File: config.mk
export PLATFORM = sky130hd
export DESIGN_NAME = eth_status_counters
export DESIGN_NICKNAME = d
export VERILOG_FILES = /design/src/hw/eth_stat_pkg.sv /design/src/hw/eth_status_counters.sv
export SDC_FILE = /design/constraint.sdc
export NUM_CORES = 1
export LEC_CHECK = 0
export ABC_AREA = 1
export BUFFER_PORTS_ARGS = -buffer_cell sky130_fd_sc_hd__buf_2
export CORE_MARGIN = 1.5
export CORE_UTILIZATION = 27
export CTS_BUF_LIST = sky130_fd_sc_hd__clkbuf_4 sky130_fd_sc_hd__clkbuf_8
export CTS_CLUSTER_SIZE = 12
export DETAILED_ROUTE_END_ITERATION = 8
export GPL_TIMING_DRIVEN = 0
export PLACE_DENSITY = 0.42
export RECOVER_POWER = 100
export SYNTH_ARGS = -nofsm -noshare
export SYNTH_HDL_FRONTEND = slang
export SYNTH_SLANG_ARGS = --single-unit
File: constraint.sdc
create_clock -name clk_in -period 1.9 [get_ports clk_in]
set_input_delay 0.38 -clock clk_in [delete_from_list [all_inputs] [get_ports clk_in]]
set_output_delay 0.38 -clock clk_in [all_outputs]
set_load 0.01 [all_outputs]
File: src/hw/eth_stat_pkg.sv
/*
  Package for the Ethernet status and statistics slice: register offsets,
  companion view offsets, field positions, reset values and bus constants.
  Assumes a 32-bit Avalon-MM register bus with byte enables.
*/
package eth_stat_pkg;

  // ----------------------------------------------------------------
  // Register map (byte addresses, each register a 16-byte block of four view words)
  // ----------------------------------------------------------------
  localparam logic [7:0] ADDR_CONTROL_ONE = 8'h00;
  localparam logic [7:0] ADDR_STATUS = 8'h10;
  localparam logic [7:0] ADDR_ALIGN_STAT = 8'h20;
  localparam logic [7:0] ADDR_STATION_W0 = 8'h30;
  localparam logic [7:0] ADDR_IRQ_STATUS = 8'h40;
  localparam logic [7:0] ADDR_IRQ_MASK = 8'h50;

  // Companion views: plain, clear, set, invert
  localparam logic [1:0] VIEW_PLAIN = 2'h0;
  localparam logic [1:0] VIEW_CLR = 2'h1;
  localparam logic [1:0] VIEW_SET = 2'h2;
  localparam logic [1:0] VIEW_INV = 2'h3;

  // ----------------------------------------------------------------
  // Fields
  // ----------------------------------------------------------------
  localparam int CTRL_ON_BIT = 15;
  localparam int STAT_TX_ACTIVE_BIT = 6;
  localparam int STAT_RX_ACTIVE_BIT = 5;
  localparam int IRQ_TX_DONE_BIT = 0;
  localparam int IRQ_RX_DONE_BIT = 1;
  localparam int IRQ_ALIGN_BIT = 2;
  localparam int IRQ_WIDTH = 3;

  // ----------------------------------------------------------------
  // Reset values and bus constants
  // ----------------------------------------------------------------
  localparam logic [15:0] CTRL_RESET = 16'h0000;
  localparam logic [15:0] ALIGN_COUNT_RESET = 16'h0000;
  localparam logic [2:0] IRQ_MASK_RESET = 3'h0;
  localparam logic [31:0] READ_ZERO = 32'h0000_0000;
  localparam int WAIT_CYCLES = 1;

endpackage

File: src/hw/eth_status_counters.sv
/*
  Ethernet status and statistics slice: activity flags, clear-on-read
  misaligned frame counter, station address octets five and six, and
  a sticky interrupt status with mask.
  Assumes an Avalon-MM master that holds its request until waitrequest
  is low, and engine event inputs synchronous to clk_in.
*/
// The address map and the Avalon-MM register port were chosen for this implementation.
// Contract
// Tx activity flag high while sending
// Rx activity flag high while receiving
// Tx flag may fall without done
// Rx flag may fall without done
// Both flags cleared while controller off
// Status bits 4..0 read zero
// Count FCS error with odd bit length
// Counter in 15..0, upper zero, resets zero
// Clear after read unless low bytes disabled
// Only receive events change counter
// Software writes counter only for debug
// Bits 15..8 hold sixth octet
// Bits 7..0 fifth octet, upper zero
// Station address ignores 8-bit accesses
// Station address loaded from factory value
// Increment during clearing read gives one
`timescale 1ns/10ps
`default_nettype none

module eth_status_counters #(
  parameter logic [15:0] FACTORY_STATION_ADDR = 16'h0000  // Arbitrary value
) (
  // Clock and reset
  input wire logic clk_in,
  input wire logic resetn_in,
  // Avalon-MM slave
  input wire logic [7:0] avs_address_in,
  input wire logic avs_read_in,
  input wire logic avs_write_in,
  input wire logic [31:0] avs_writedata_in,
  input wire logic [3:0] avs_byteenable_in,
  output logic [31:0] avs_readdata_out,
  output logic avs_waitrequest_out,
  // Engine activity and events
  input wire logic tx_busy_in,
  input wire logic rx_busy_in,
  input wire logic tx_done_in,
  input wire logic rx_done_in,
  input wire logic rx_frame_end_in,
  input wire logic rx_fcs_error_in,
  input wire logic [2:0] rx_bit_residue_in,
  // Controller view
  output logic controller_on_out,
  output logic [15:0] station_octets_out,
  output logic tx_active_flag_out,
  output logic rx_active_flag_out,
  output logic irq_out
);

  // ----------------------------------------------------------------
  // Bus decode
  // ----------------------------------------------------------------
  logic [15:0] control_ff;
  logic tx_active_flag_ff;
  logic rx_active_flag_ff;
  logic [15:0] misaligned_frame_count_ff;
  logic [15:0] station_ff;
  logic station_loaded_ff;
  logic [2:0] irq_status_ff;
  logic [2:0] irq_mask_ff;
  logic [31:0] rdata_ff;
  logic ack_ff;
  logic irq_ff;

  logic [7:0] reg_base;
  logic [1:0] view;
  logic access;
  logic wr_go;
  logic rd_go;
  logic lo_bytes_en;
  logic wide_access;
  logic [15:0] wmask;
  logic [15:0] wdata16;
  logic misaligned_evt;
  logic [2:0] irq_events;
  logic sel_control;
  logic sel_align;
  logic sel_station;
  logic sel_irq_status;
  logic sel_irq_mask;
  logic align_clear;
  logic irq_pending;
  logic [31:0] nxt_rdata;
  logic [15:0] nxt_control;
  logic [15:0] nxt_misaligned_frame_count;
  logic [15:0] nxt_station;
  logic [2:0] nxt_irq_status;
  logic [2:0] nxt_irq_mask;

  assign reg_base = {avs_address_in[7:4], 4'h0};
  assign view = avs_address_in[3:2];
  assign access = (avs_read_in || avs_write_in) && !ack_ff;
  assign wr_go = avs_write_in && !ack_ff;
  assign rd_go = avs_read_in && !ack_ff;
  assign lo_bytes_en = |avs_byteenable_in[1:0];
  // 16-bit or 32-bit only: both low lanes, both high lanes, or all
  assign wide_access = (avs_byteenable_in == 4'hf) || (avs_byteenable_in == 4'h3)
                       || (avs_byteenable_in == 4'hc);
  assign wmask = {{8{avs_byteenable_in[1]}}, {8{avs_byteenable_in[0]}}};
  assign wdata16 = avs_writedata_in[15:0];
  assign misaligned_evt = rx_frame_end_in && rx_fcs_error_in
                          && (rx_bit_residue_in != 3'h0);
  assign irq_events = {misaligned_evt, rx_done_in, tx_done_in};

  // ----------------------------------------------------------------
  // Register selects
  // ----------------------------------------------------------------
  // Status register has no select: writes to it are ignored
  assign sel_control = (reg_base == eth_stat_pkg::ADDR_CONTROL_ONE);
  assign sel_align = (reg_base == eth_stat_pkg::ADDR_ALIGN_STAT);
  assign sel_station = (reg_base == eth_stat_pkg::ADDR_STATION_W0);
  assign sel_irq_status = (reg_base == eth_stat_pkg::ADDR_IRQ_STATUS);
  assign sel_irq_mask = (reg_base == eth_stat_pkg::ADDR_IRQ_MASK);
  // Reads with both low lanes off leave the counter alone
  assign align_clear = rd_go && sel_align && lo_bytes_en;

  // Apply a companion view to a 16-bit field
  function automatic logic [15:0] apply_view(input logic [15:0] cur,
                                             input logic [1:0] v,
                                             input logic [15:0] d,
                                             input logic [15:0] m);
    logic [15:0] res;
    res = cur;
    case (v)
      eth_stat_pkg::VIEW_PLAIN: res = (cur & ~m) | (d & m);
      eth_stat_pkg::VIEW_CLR: res = cur & ~(d & m);
      eth_stat_pkg::VIEW_SET: res = cur | (d & m);
      eth_stat_pkg::VIEW_INV: res = cur ^ (d & m);
      default: res = cur;
    endcase
    return res;
  endfunction

  // ----------------------------------------------------------------
  // Bus handshake: one wait cycle, then answer
  // ----------------------------------------------------------------
  always_ff @(posedge clk_in or negedge resetn_in) begin
    if (!resetn_in) begin
      ack_ff <= 1'b0;
    end else begin
      ack_ff <= access;
    end
  end

  always_ff @(posedge clk_in or negedge resetn_in) begin
    if (!resetn_in) begin
      rdata_ff <= eth_stat_pkg::READ_ZERO;
    end else if (rd_go) begin
      // Captured when the read is taken, stands until the next one
      rdata_ff <= nxt_rdata;
    end
  end

  // Read mux; unmapped offsets read zero
  always_comb begin
    nxt_rdata = eth_stat_pkg::READ_ZERO;
    case (reg_base)
      eth_stat_pkg::ADDR_CONTROL_ONE: begin
        nxt_rdata = {16'h0000, control_ff};
      end
      eth_stat_pkg::ADDR_STATUS: begin
        // Bits 4..0 and the upper half stay zero
        nxt_rdata[eth_stat_pkg::STAT_TX_ACTIVE_BIT] = tx_active_flag_ff;
        nxt_rdata[eth_stat_pkg::STAT_RX_ACTIVE_BIT] = rx_active_flag_ff;
      end
      eth_stat_pkg::ADDR_ALIGN_STAT: begin
        nxt_rdata = {16'h0000, misaligned_frame_count_ff};
      end
      eth_stat_pkg::ADDR_STATION_W0: begin
        nxt_rdata = {16'h0000, station_ff};
      end
      eth_stat_pkg::ADDR_IRQ_STATUS: begin
        nxt_rdata = {29'h0000_0000, irq_status_ff};
      end
      eth_stat_pkg::ADDR_IRQ_MASK: begin
        nxt_rdata = {29'h0000_0000, irq_mask_ff};
      end
      default: begin
        nxt_rdata = eth_stat_pkg::READ_ZERO;
      end
    endcase
  end

  // ----------------------------------------------------------------
  // Control register one
  // ----------------------------------------------------------------
  always_ff @(posedge clk_in or negedge resetn_in) begin
    if (!resetn_in) begin
      control_ff <= eth_stat_pkg::CTRL_RESET;
    end else begin
      control_ff <= nxt_control;
    end
  end

  always_comb begin
    nxt_control = control_ff;
    if (wr_go && sel_control) begin
      nxt_control = apply_view(control_ff, view, wdata16, wmask);
    end
  end

  // ----------------------------------------------------------------
  // Activity flags follow engines, forced low while off
  // ----------------------------------------------------------------
  // Flags fall with busy alone; no done event is needed
  always_ff @(posedge clk_in or negedge resetn_in) begin
    if (!resetn_in) begin
      tx_active_flag_ff <= 1'b0;
    end else if (!control_ff[eth_stat_pkg::CTRL_ON_BIT]) begin
      tx_active_flag_ff <= 1'b0;
    end else begin
      tx_active_flag_ff <= tx_busy_in;
    end
  end

  always_ff @(posedge clk_in or negedge resetn_in) begin
    if (!resetn_in) begin
      rx_active_flag_ff <= 1'b0;
    end else if (!control_ff[eth_stat_pkg::CTRL_ON_BIT]) begin
      rx_active_flag_ff <= 1'b0;
    end else begin
      rx_active_flag_ff <= rx_busy_in;
    end
  end

  // ----------------------------------------------------------------
  // Misaligned frame counter
  // ----------------------------------------------------------------
  always_ff @(posedge clk_in or negedge resetn_in) begin
    if (!resetn_in) begin
      misaligned_frame_count_ff <= eth_stat_pkg::ALIGN_COUNT_RESET;
    end else begin
      misaligned_frame_count_ff <= nxt_misaligned_frame_count;
    end
  end

  // Debug write beats a same-cycle increment
  always_comb begin
    nxt_misaligned_frame_count = misaligned_frame_count_ff;
    if (align_clear) begin
      // Clearing read; a same-cycle event survives as one
      nxt_misaligned_frame_count = misaligned_evt ? 16'h0001 : 16'h0000;
    end else if (wr_go && sel_align) begin
      // Debug write path
      nxt_misaligned_frame_count = apply_view(misaligned_frame_count_ff, view,
                                              wdata16, wmask);
    end else if (misaligned_evt) begin
      nxt_misaligned_frame_count = misaligned_frame_count_ff + 16'h0001;
    end
  end

  // ----------------------------------------------------------------
  // Station address octets five and six
  // ----------------------------------------------------------------
  always_ff @(posedge clk_in or negedge resetn_in) begin
    if (!resetn_in) begin
      station_ff <= 16'h0000;
      station_loaded_ff <= 1'b0;
    end else begin
      station_ff <= nxt_station;
      station_loaded_ff <= 1'b1;
    end
  end

  // Factory value lands on the first edge after reset
  always_comb begin
    nxt_station = station_ff;
    if (!station_loaded_ff) begin
      nxt_station = FACTORY_STATION_ADDR;
    end else if (wr_go && sel_station && wide_access) begin
      // Byte-wide writes fall through and are answered only
      nxt_station = apply_view(station_ff, view, wdata16, wmask);
    end
  end

  // ----------------------------------------------------------------
  // Interrupt status and mask
  // ----------------------------------------------------------------
  always_ff @(posedge clk_in or negedge resetn_in) begin
    if (!resetn_in) begin
      irq_status_ff <= 3'h0;
    end else begin
      irq_status_ff <= nxt_irq_status;
    end
  end

  always_comb begin
    nxt_irq_status = irq_status_ff | irq_events;
    if (wr_go && sel_irq_status) begin
      // Write one to clear; new events win
      nxt_irq_status = (irq_status_ff & ~avs_writedata_in[2:0]) | irq_events;
    end
  end

  always_ff @(posedge clk_in or negedge resetn_in) begin
    if (!resetn_in) begin
      irq_mask_ff <= eth_stat_pkg::IRQ_MASK_RESET;
    end else begin
      irq_mask_ff <= nxt_irq_mask;
    end
  end

  always_comb begin
    nxt_irq_mask = irq_mask_ff;
    if (wr_go && sel_irq_mask) begin
      nxt_irq_mask = avs_writedata_in[2:0];
    end
  end

  // Level request, one cycle behind status and mask
  assign irq_pending = |(irq_status_ff & irq_mask_ff);

  always_ff @(posedge clk_in or negedge resetn_in) begin
    if (!resetn_in) begin
      irq_ff <= 1'b0;
    end else begin
      irq_ff <= irq_pending;
    end
  end

  // ----------------------------------------------------------------
  // Outputs
  // ----------------------------------------------------------------
  always_comb begin
    avs_readdata_out = rdata_ff;
    avs_waitrequest_out = !ack_ff;
    controller_on_out = control_ff[eth_stat_pkg::CTRL_ON_BIT];
    station_octets_out = station_ff;
    tx_active_flag_out = tx_active_flag_ff;
    rx_active_flag_out = rx_active_flag_ff;
    irq_out = irq_ff;
  end

endmodule
`default_nettype wire

After elaboration in Yosys (flattened, before gate mapping):

Cells that the tools add are included.

* register bits after elaboration: 91
* logic and storage cells: 85

* add/sub/neg operators: 1
* equal/unequal tests: 12
* muxes and demuxes: 15
* bitwise gates (word level): 23
* reductions and logical operators: 23

Operator list (count)
* $pmux W16 S4: 3
* $and A16 B16 Y16: 7
* $or A16 B16 Y16: 6
* $mux W16: 5
* $xor A16 B16 Y16: 3
* $not A16 Y16: 2
* $pmux W9 S3: 1
* $pmux W5 S5: 1
* $add A16 B1 Y16 const B: 1
* $logic_and A1 B1 Y1: 13
* $eq A4 B2 Y1 const B: 3
* $eq A4 B3 Y1 const B: 2
* $eq A4 B4 Y1 const B: 2
* $logic_not A8 Y1: 1
* $pmux W2 S4: 1
* $and A3 B3 Y3: 2
* $or A3 B3 Y3: 2
* $reduce_bool A3 Y1: 2
* $eq A2 B2 Y1 const B: 2
* $eq A4 B1 Y1 const B: 1
* $logic_or A1 B1 Y1: 3
* $mux W1: 3
* $mux W3: 1
* $not A3 Y3: 1
* other kinds (6): 6

Logic depth before layout (Yosys ltp):

Gate-level depths: netlist of run 1.

* depth after elaboration: 6
* gate-level depth with buffers: 11

Worst setup path after synthesis of run 1:

Ideal clock, no wire load.

* path type: input to register
* start: input port avs_byteenable_in[0]
* end: register misaligned_frame_count_ff[1]
* library setup time: 127 ps
* data arrival time: 1446 ps
* data required time: 1773 ps
* slack: 328 ps
* stages on the path: 9
* path buffers: 2
* cells stage by stage: buf_6 -> buf_2 -> nand2_1 -> ha_1 -> nand3_1 -> o21ai_0 -> nor2_1 -> a21boi_0 -> o22ai_1

* cells in the longest elaborated chain, start to end: 6

Ends and longest elaborated chain
* from (decl): RTL line eth_status_counters.sv:40 `input wire logic [3:0] avs_byteenable_in,`
* $and A16 B16 Y16 or $not A16 Y16 (tied branches)
* $not A16 Y16 or $and A16 B16 Y16 (tied branches): RTL line eth_status_counters.sv:135, eth_status_counters.sv:134
* $and A16 B16 Y16 or $or A16 B16 Y16 (tied branches): RTL line eth_status_counters.sv:135, eth_status_counters.sv:134
* $pmux W16 S4: RTL line eth_status_counters.sv:133 `case (v)`
* $mux W16: RTL line eth_status_counters.sv:252 `end else if (wr_go && sel_align) begin`
* $mux W16: RTL line eth_status_counters.sv:249 `if (align_clear) begin`
* to (signal assigned): RTL line eth_status_counters.sv:240 `misaligned_frame_count_ff <= eth_stat_pkg::ALIGN_COUNT_RESET;`
* to (signal assigned): RTL line eth_status_counters.sv:242 `misaligned_frame_count_ff <= nxt_misaligned_frame_count;`
* to (decl): RTL line eth_status_counters.sv:65 `logic [15:0] misaligned_frame_count_ff;`

Parallel ways exist; a longest one is shown, timed or not.
A chain may end at the register's enable or synchronous reset.

Worst setup path in the final report of run 1:

* start: input port avs_byteenable_in[1]
* end: register misaligned_frame_count_ff[11]

The elaborated chain is that of the path after synthesis.

==> results.md, run 1 <==
* Status: finished clean
* Met2 Use GR at 0.325
* Synth async-reset ratio at 1.00
* #FFs+latches synth at 75
* Cell Pwr Density at roughly 770 mW/mm^2
* Layout Area Growth over Synthesis at 14.9%
* Period minus WS final at between 1.5 and 2 ns
* IO Port Bufs at just over 70
* Initial antenna violation count at 0
* Clk buf depth at 2
* CP max stage delay at around 0.40 ns
* Post-synth EDFFs at 0
* WP data arrival at ~2.1 ns
* Switching share of power at 0.405
* Worst path slowest cell: o21ai_0
* Hpwl dp at ~17000 microns
* Fraction of the mapped netlist area in adder cells at 0.105
* Iteration-0 DRC Markers at between 300 and 400
* Post-Route WL at 22000 microns
* Final Skew at between 0.015 and 0.02 ns
* Layout cell share with drive strength beyond 1 at 0.141
* Fmax at 0.563 GHz
* CP endpoint kind: register
* Met3 GRT Util at 0.0224
* Syn Std Cell Area at between 0.005 and 0.006 sq mm
* Worst-path cell chain: buf_2 -> clkbuf_2 -> nand2_1 -> ha_1 -> nand3_1 -> o21ai_0 -> o21ai_0 -> nand3_1 -> nand2_1
* Crit start category: input port
* Multi-input logic area at ~0.0033 sq mm
* Clock latency on the worst-skew pair at 0.39 ns
* HP Class: input port to register
* Die width at between 150 and 200 microns
* Tot Pwr at between 0.005 and 0.006 W
* Commonest non-fill, non-tap cells in the layout: nand2_1, o21ai_0, dfrtp_1
* Clock Sinks at between 70 and 80
* Post-Synth Simple-Gate Area at 0.250
* Maximum number of pins on one net before global-route repair at 43
* Setup WS post-layout at ~0.12 ns
* Post-Synth XOR/XNOR Area at 0.0120
* Met1 Usage GRT at 0.285
* Sw Pwr at 0.00210 W
* Crit path max fanout at 10
* Post-DP Area at 0.00663 sq mm
* 1st-pass router iterations at 5
* Yosys warns at 0
* Slew Viols, Final at 0
* RSZ-0062 raised after global routing: no
* Drt via density at about 4.9
* Clk pwr share at 0.265
* Synth Area per Inst at 7.30 sq um
* MaxCap Viol Count at 0
* Clock transition at path regs at approximately 0.090 ns
* Largest family of logic cells by synthesized area: simple AND/OR/NAND/NOR gates
* Rows at 53
* Post-synthesis mux area share at 0
* Slew HR at 0.380
* Die Span Y at 150 microns
* Setup TNS at 0 ns
* DRC at 0
* Num ports at 110
* Post-synthesis compound-gate area fraction at 0.202
* Register area share after synthesis at 0.321
* Starting Density at 0.276
* Distinct cells, synth at 40
* Combinational Power Share at 0.303
* DR vias at around 5700
* Top_reg_cell synth: dfrtp_1
* Setup-failing EPs final at 0
* Setup slack at placement at -0.204 ns
* Sequential power share at 0.432
* Peak supply drop at approximately 0.25 mV
* Antenna diode count at 0
* Vias in the first global route at 5535
* Gpl congestion at a little under 0.8
* CTS Buf Count at 9
* Crit path kind: input port to register
* Antenna-violating nets left at 0
* Global-route wire length before repair at between 30000 and 40000 microns
* Most common cell after layout, fill and taps aside: nand2_1
* Nets at approximately 1000
* Grt ovf at 0
* GRT Resource Usage Total at 0.201
* DIE AREA at between 0.02 and 0.025 sq mm
* Post-DR wirelength/cell at around 19 microns
* Syn Inst Count at 800
* CTS tree: yes
* Reg area at 0.00188 sq mm
* WP data required at ~2.2 ns
* Leak Pwr at around 3.2 nW
* Number of fill cells at 2326
* Hold Fails Final Rpt at 0
* Busiest grt layer: met2
* Internal Power at approximately 0.003 W
* Design area at between 0.006 and 0.007 sq mm
* Core Util, Final at 0.317
* Core Box Area at around 0.021 sq mm
* Least-Margin Pin Slew at 0.929 ns
* Max H-tree Level at 3
* Tcrit/Tclk final at 0.935
* Root buffer cell: clkbuf_8
[area by class of cell]
type                       instances  area share
tap                              275      0.0512
clock buffer                       9      0.0184
inverter                          79      0.0449
multi-input combinational        610       0.496
clock inverter                     7      0.0116
timing repair buffer              74      0.0498
sequential                        75       0.280
buffer                            51      0.0485
[cells by family after synthesis]
family,Yosys count
DFF,75
AOI/OAI and AO/OA,213
and+or+nand+nor,323
buffers and inverters,130
other,2
adders and majority gates,49
xor gates and xnor gates,8
[layer usage]
layer  routed length (microns)  up-vias
li1                          -     2845
met1                     10700     2710
met2                     10000      155
met3                      1100       14
met4                       207        0
met5                         0        -
[worst max-delay path, delay by kind of cell]
kind,cells,cell delay (ns)
AO/OA/AOI/OAI,2,0.48
AND/OR/NAND/NOR,4,0.46
buffers and inverters,2,0.48
adder cells (fa/ha/maj),1,0.31
[worst paths after layout]
check	startpoint	endpoint	slack, ns	cells after the start
hold reg to reg	avs_readdata_out[10]	avs_readdata_out[10]	0.49	2
hold / removal	rx_done_in	irq_status_ff[1]	0.17	3
setup reg to reg	ack_ff	station_octets_out[9]	0.15	7
max in group asynchronous	resetn_in	avs_readdata_out[12]	0.29	3
setup / recovery	avs_byteenable_in[1]	misaligned_frame_count_ff[11]	0.12	9
min in group asynchronous	resetn_in	irq_status_ff[1]	0.67	2
[through the flow]
step	instances	hold WS, ns
after floorplan	815	0.0844
after global placement	1162	0.471
after detailed placement	1163	0.382
after CTS	1180	0.158
after global routing	1180	0.173
final	1180	0.168
[sequential cells by signal, indices dropped and copies added (netlist names)]
| signal | cells |
|---|---|
| station_octets_out | 16 |
| rx_active_flag_out | 1 |
| station_loaded_ff | 1 |
| ack_ff | 1 |
| misaligned_frame_count_ff | 16 |
| irq_mask_ff | 3 |
| avs_readdata_out | 16 |
| tx_active_flag_out | 1 |
| irq_status_ff | 3 |
| control_ff | 16 |
| irq_out | 1 |
[power groups by stage]
stage          Clock, W  Combinational, W  Sequential [W]
2_1_floorplan         0           0.00107         0.00216
4_1_cts         0.00141           0.00161         0.00223
3_3_place_gp          0           0.00157         0.00226
3_5_place_dp          0           0.00159         0.00226
5_1_grt         0.00145           0.00181         0.00228
6_report        0.00137           0.00157         0.00224
[synthesized netlist by cell type, types with 2 or more instances]
cell type    n  area share
o22ai_1     17       0.018
inv_2        5      0.0032
a31oi_1      2      0.0021
a21oi_1     49       0.042
nand3_4      3      0.0090
ha_1        49        0.10
nand2_2      2      0.0021
inv_1       70       0.045
clkinv_1     2      0.0013
a21oi_4      2      0.0056
clkbuf_1    11      0.0071
nor2_1      52       0.033
nor2_4       2      0.0039
nand2_4      6       0.012
nand3_1     58       0.050
buf_2       14       0.012
o21ai_2     10       0.015
buf_8        2      0.0051
buf_6        4      0.0077
xnor2_1      2      0.0030
o21ai_1      6      0.0051
nor3_1       4      0.0034
nand2_1    186        0.12
conb_1       2      0.0013
o21ai_0    118        0.10
dfrtp_1     75        0.32
clkbuf_2     2      0.0017
o211ai_1     6      0.0077
xor2_1       6      0.0090
nand3_2      6       0.010
buf_4       18       0.023
[what timing repair did]
action / 4_1_cts / 5_1_grt
setup endpoints to repair: 0 / 3
hold endpoints to repair: 33 / 0
resized for setup: 0 / 2
setup buffers: 0 / 0
hold buffers: 1 / 0
(Power assumes the default switching activity.)
==> run 2: changes to the inputs <==
--- a/config.mk
+++ b/config.mk
@@ -15,6 +15,7 @@
 export GPL_TIMING_DRIVEN = 0
 export PLACE_DENSITY = 0.42
 export RECOVER_POWER = 100
+export SETUP_SLACK_MARGIN = 0.4
 export SYNTH_ARGS = -nofsm -noshare
 export SYNTH_HDL_FRONTEND = slang
 export SYNTH_SLANG_ARGS = --single-unit
==> constraint.sdc (replaced) <==
create_clock -name clk_in -period 1.89 [get_ports clk_in]
set_input_delay 0.378 -clock clk_in [delete_from_list [all_inputs] [get_ports clk_in]]
set_output_delay 0.378 -clock clk_in [all_outputs]
set_load 0.01 [all_outputs]
==> results.md, run 2 (same netlist as run 1, synthesis figures left out) <==
* Tot Pwr at 0.00555 W (was 0.00518 W)
* Peak supply drop at 0.445 mV (was 0.253 mV)
* Starting Density at 0.276 (unchanged)
* 1st-pass router iterations at 4 (was 5)
* Setup slack at placement at -0.0796 ns (was -0.204 ns)
* Antenna-violating nets left at 0 (unchanged)
* Hpwl dp at 16500 microns (about the same)
* CTS Buf Count at 9 (unchanged)
* DIE AREA at 0.0225 sq mm (unchanged)
* DR vias at 5834 (was 5724)
* GRT Resource Usage Total at 0.205 (was 0.201)
* Grt ovf at 0 (unchanged)
* Gpl congestion at 0.832 (was 0.792)
* Antenna diode count at 0 (unchanged)
* Clock latency on the worst-skew pair at 0.38 ns (was 0.39 ns)
* Crit path kind: register to register (was input port to register)
* Root buffer cell: clkbuf_8 (unchanged)
* Vias in the first global route at 5657 (was 5535)
* Final Skew at 0.00902 ns (was 0.0178 ns)
* Slew HR at 0.548 (was 0.380)
* Clock Sinks at 75 (unchanged)
* Setup-failing EPs final at 0 (unchanged)
* MaxCap Viol Count at 0 (unchanged)
* Slew Viols, Final at 0 (unchanged)
* Least-Margin Pin Slew at 0.679 ns (was 0.929 ns)
* Sw Pwr at 0.00224 W (was 0.00210 W)
* Most used cell, CP: inv_1
* Commonest non-fill, non-tap cells in the layout: nand2_1, o21ai_0, inv_1 (was nand2_1, o21ai_0, dfrtp_1)
* Worst-path cell chain: inv_1 -> nand2_4 -> nor2_1 -> inv_1 -> a21oi_4 -> o21ai_0 (was buf_2 -> clkbuf_2 -> nand2_1 -> ha_1 -> nand3_1 -> o21ai_0 -> o21ai_0 -> nand3_1 -> nand2_1)
* Hold slack at 0.174 ns (was 0.168 ns)
* Leak Pwr at 3.46 nW (was 3.18 nW)
* Clk buf depth at 2 (unchanged)
* Sequential power share at 0.405 (was 0.432)
* Rows at 53 (unchanged)
* Global-route wire length before repair at 34100 microns (was 33600 microns)
* Num ports at 110 (unchanged)
* Switching share of power at 0.403 (was 0.405)
* CTS tree: yes (unchanged)
* Die Span Y at 150 microns (unchanged)
* Iteration-0 DRC Markers at 320 (was 321)
* Most common cell after layout, fill and taps aside: nand2_1 (unchanged)
* IO Port Bufs at 72 (unchanged)
* Cell Pwr Density at 755 mW/mm^2 (was 771 mW/mm^2)
* DRC at 0 (unchanged)
* Post-DP Area at 0.00664 sq mm (was 0.00663 sq mm)
* Maximum number of pins on one net before global-route repair at 63 (was 43)
* Hold Fails Final Rpt at 0 (unchanged)
* Fmax at around 0.62 GHz
* Layout cell share with drive strength beyond 1 at 0.225 (was 0.141)
* Number of fill cells at 2338 (was 2326)
* Max H-tree Level at 3 (unchanged)
* Design area at 0.00736 sq mm (was 0.00671 sq mm)
* Internal Power at 0.00331 W (was 0.00308 W)
* Die width at 150 microns (unchanged)
* RSZ-0062 raised after global routing: yes (was no)
* CP endpoint kind: register (unchanged)
* Core Box Area at 0.0212 sq mm (unchanged)
* Combinational Power Share at 0.345 (was 0.303)
* Tcrit/Tclk final at 0.853
* Clock transition at path regs at 0.10 ns (was 0.09 ns)
* Period minus WS final at ~1.6 ns
* WP data arrival at 1.87 ns (was 2.11 ns)
* Layout Area Growth over Synthesis at 26.0% (was 14.9%)
* Setup TNS at 0 ns (unchanged)
* Initial antenna violation count at 0 (unchanged)
* CP max stage delay at 0.37 ns (was 0.40 ns)
* HP Class: input port to register (unchanged)
* Post-DR wirelength/cell at 18.4 microns (was 18.7 microns)
* Status: finished clean (unchanged)
* Crit start category: register (was input port)
* Setup WS post-layout at 0.279 ns (was 0.123 ns)
* Post-Route WL at 22400 microns (was 22000 microns)
* Largest delay share family, worst path: compound AO/OA/AOI/OAI gates (unchanged)
* Drt via density at 4.81 (was 4.85)
* Nets at 1040 (was 1006)
* Clk pwr share at 0.250 (was 0.265)
* CP bufs+invs at 2 (unchanged)
* Crit path max fanout at 8 (was 10)
* Worst path slowest cell: dfrtp_1 (was o21ai_0)
* WP data required at 2.15 ns (was 2.23 ns)
-- run 2: cell types whose count changed in the layout (fill, tap and decap cells not counted), moves of 9 or more --
cell     previous run  this run
nand2_1           187       176
dfrtp_1            75        63
buf_4              18        40
dfrtp_2             0        12
o21ai_1            10        19
o21ai_0           119       104
-- run 2: layout make-up --
| cell class | instances | area [sq um] | area share |
|---|---|---|---|
| buffer | 51 | 382 | 0.0519 |
| clock buffer | 9 | 124 | 0.0168 |
| clock inverter | 7 | 76.3 | 0.0104 |
| inverter | 79 | 333 | 0.0452 |
| multi-input combinational | 610 | 3500 | 0.475 |
| sequential | 75 | 1890 | 0.257 |
| tap | 275 | 344 | 0.0468 |
| timing repair buffer | 108 | 709 | 0.0964 |
-- run 2: power groups by stage --
stage / Sequential, W / Combinational (W) / Clock (W)
floorplan: 0.00217 / 0.00108 / 0
CTS: 0.00225 / 0.00170 / 0.00143
detailed placement: 0.00227 / 0.00161 / 0
global placement: 0.00228 / 0.00158 / 0
finish: 0.00225 / 0.00191 / 0.00139
global route: 0.00230 / 0.00219 / 0.00148
-- run 2: path summary, 6_finish.rpt --
kind / startpoint / endpoint / slack (ns) / depth (start not counted)
min: tx_done_in / irq_status_ff[0] / 0.17 / 3
max in group asynchronous: resetn_in / control_ff[7] / 0.86 / 3
min reg2reg: avs_readdata_out[9] / avs_readdata_out[9] / 0.49 / 2
max reg2reg: ack_ff / control_ff[1] / 0.28 / 6
max: ack_ff / control_ff[1] / 0.28 / 6
min in group asynchronous: resetn_in / misaligned_frame_count_ff[13] / 0.40 / 2
-- run 2: worst reg2reg max path, delay by kind of cell, from the launching register on --
| kind | cells | cell delay (ns) |
|---|---|---|
| compound gates | 2 | 0.43 |
| buf+inv | 2 | 0.33 |
| flops | 1 | 0.37 |
| simple gates | 2 | 0.35 |
-- run 2: per-stage QoR --
stage | utilization | std cells
detailed placement | 0.314 | 1163
CTS | 0.328 | 1184
finish | 0.348 | 1214
global route | 0.348 | 1214
global placement | 0.312 | 1162
floorplan | - | 815
-- run 2: repair_timing --
action	CTS	global route
hold buffers	1	0
hold endpoints to repair	13	0
gates resized for setup	24	91
cloned	0	2
pin swaps	1	23
setup buffers	4	28
setup endpoints to repair	40	50
-- run 2: layer usage --
layer	GRT usage	wire length (microns)	vias to the layer above
met1	0.290	11000	2748
met4	0.0647	427	0
met3	0.0212	758	29
met5	0	0	-
met2	0.327	10300	129
li1	-	-	2928
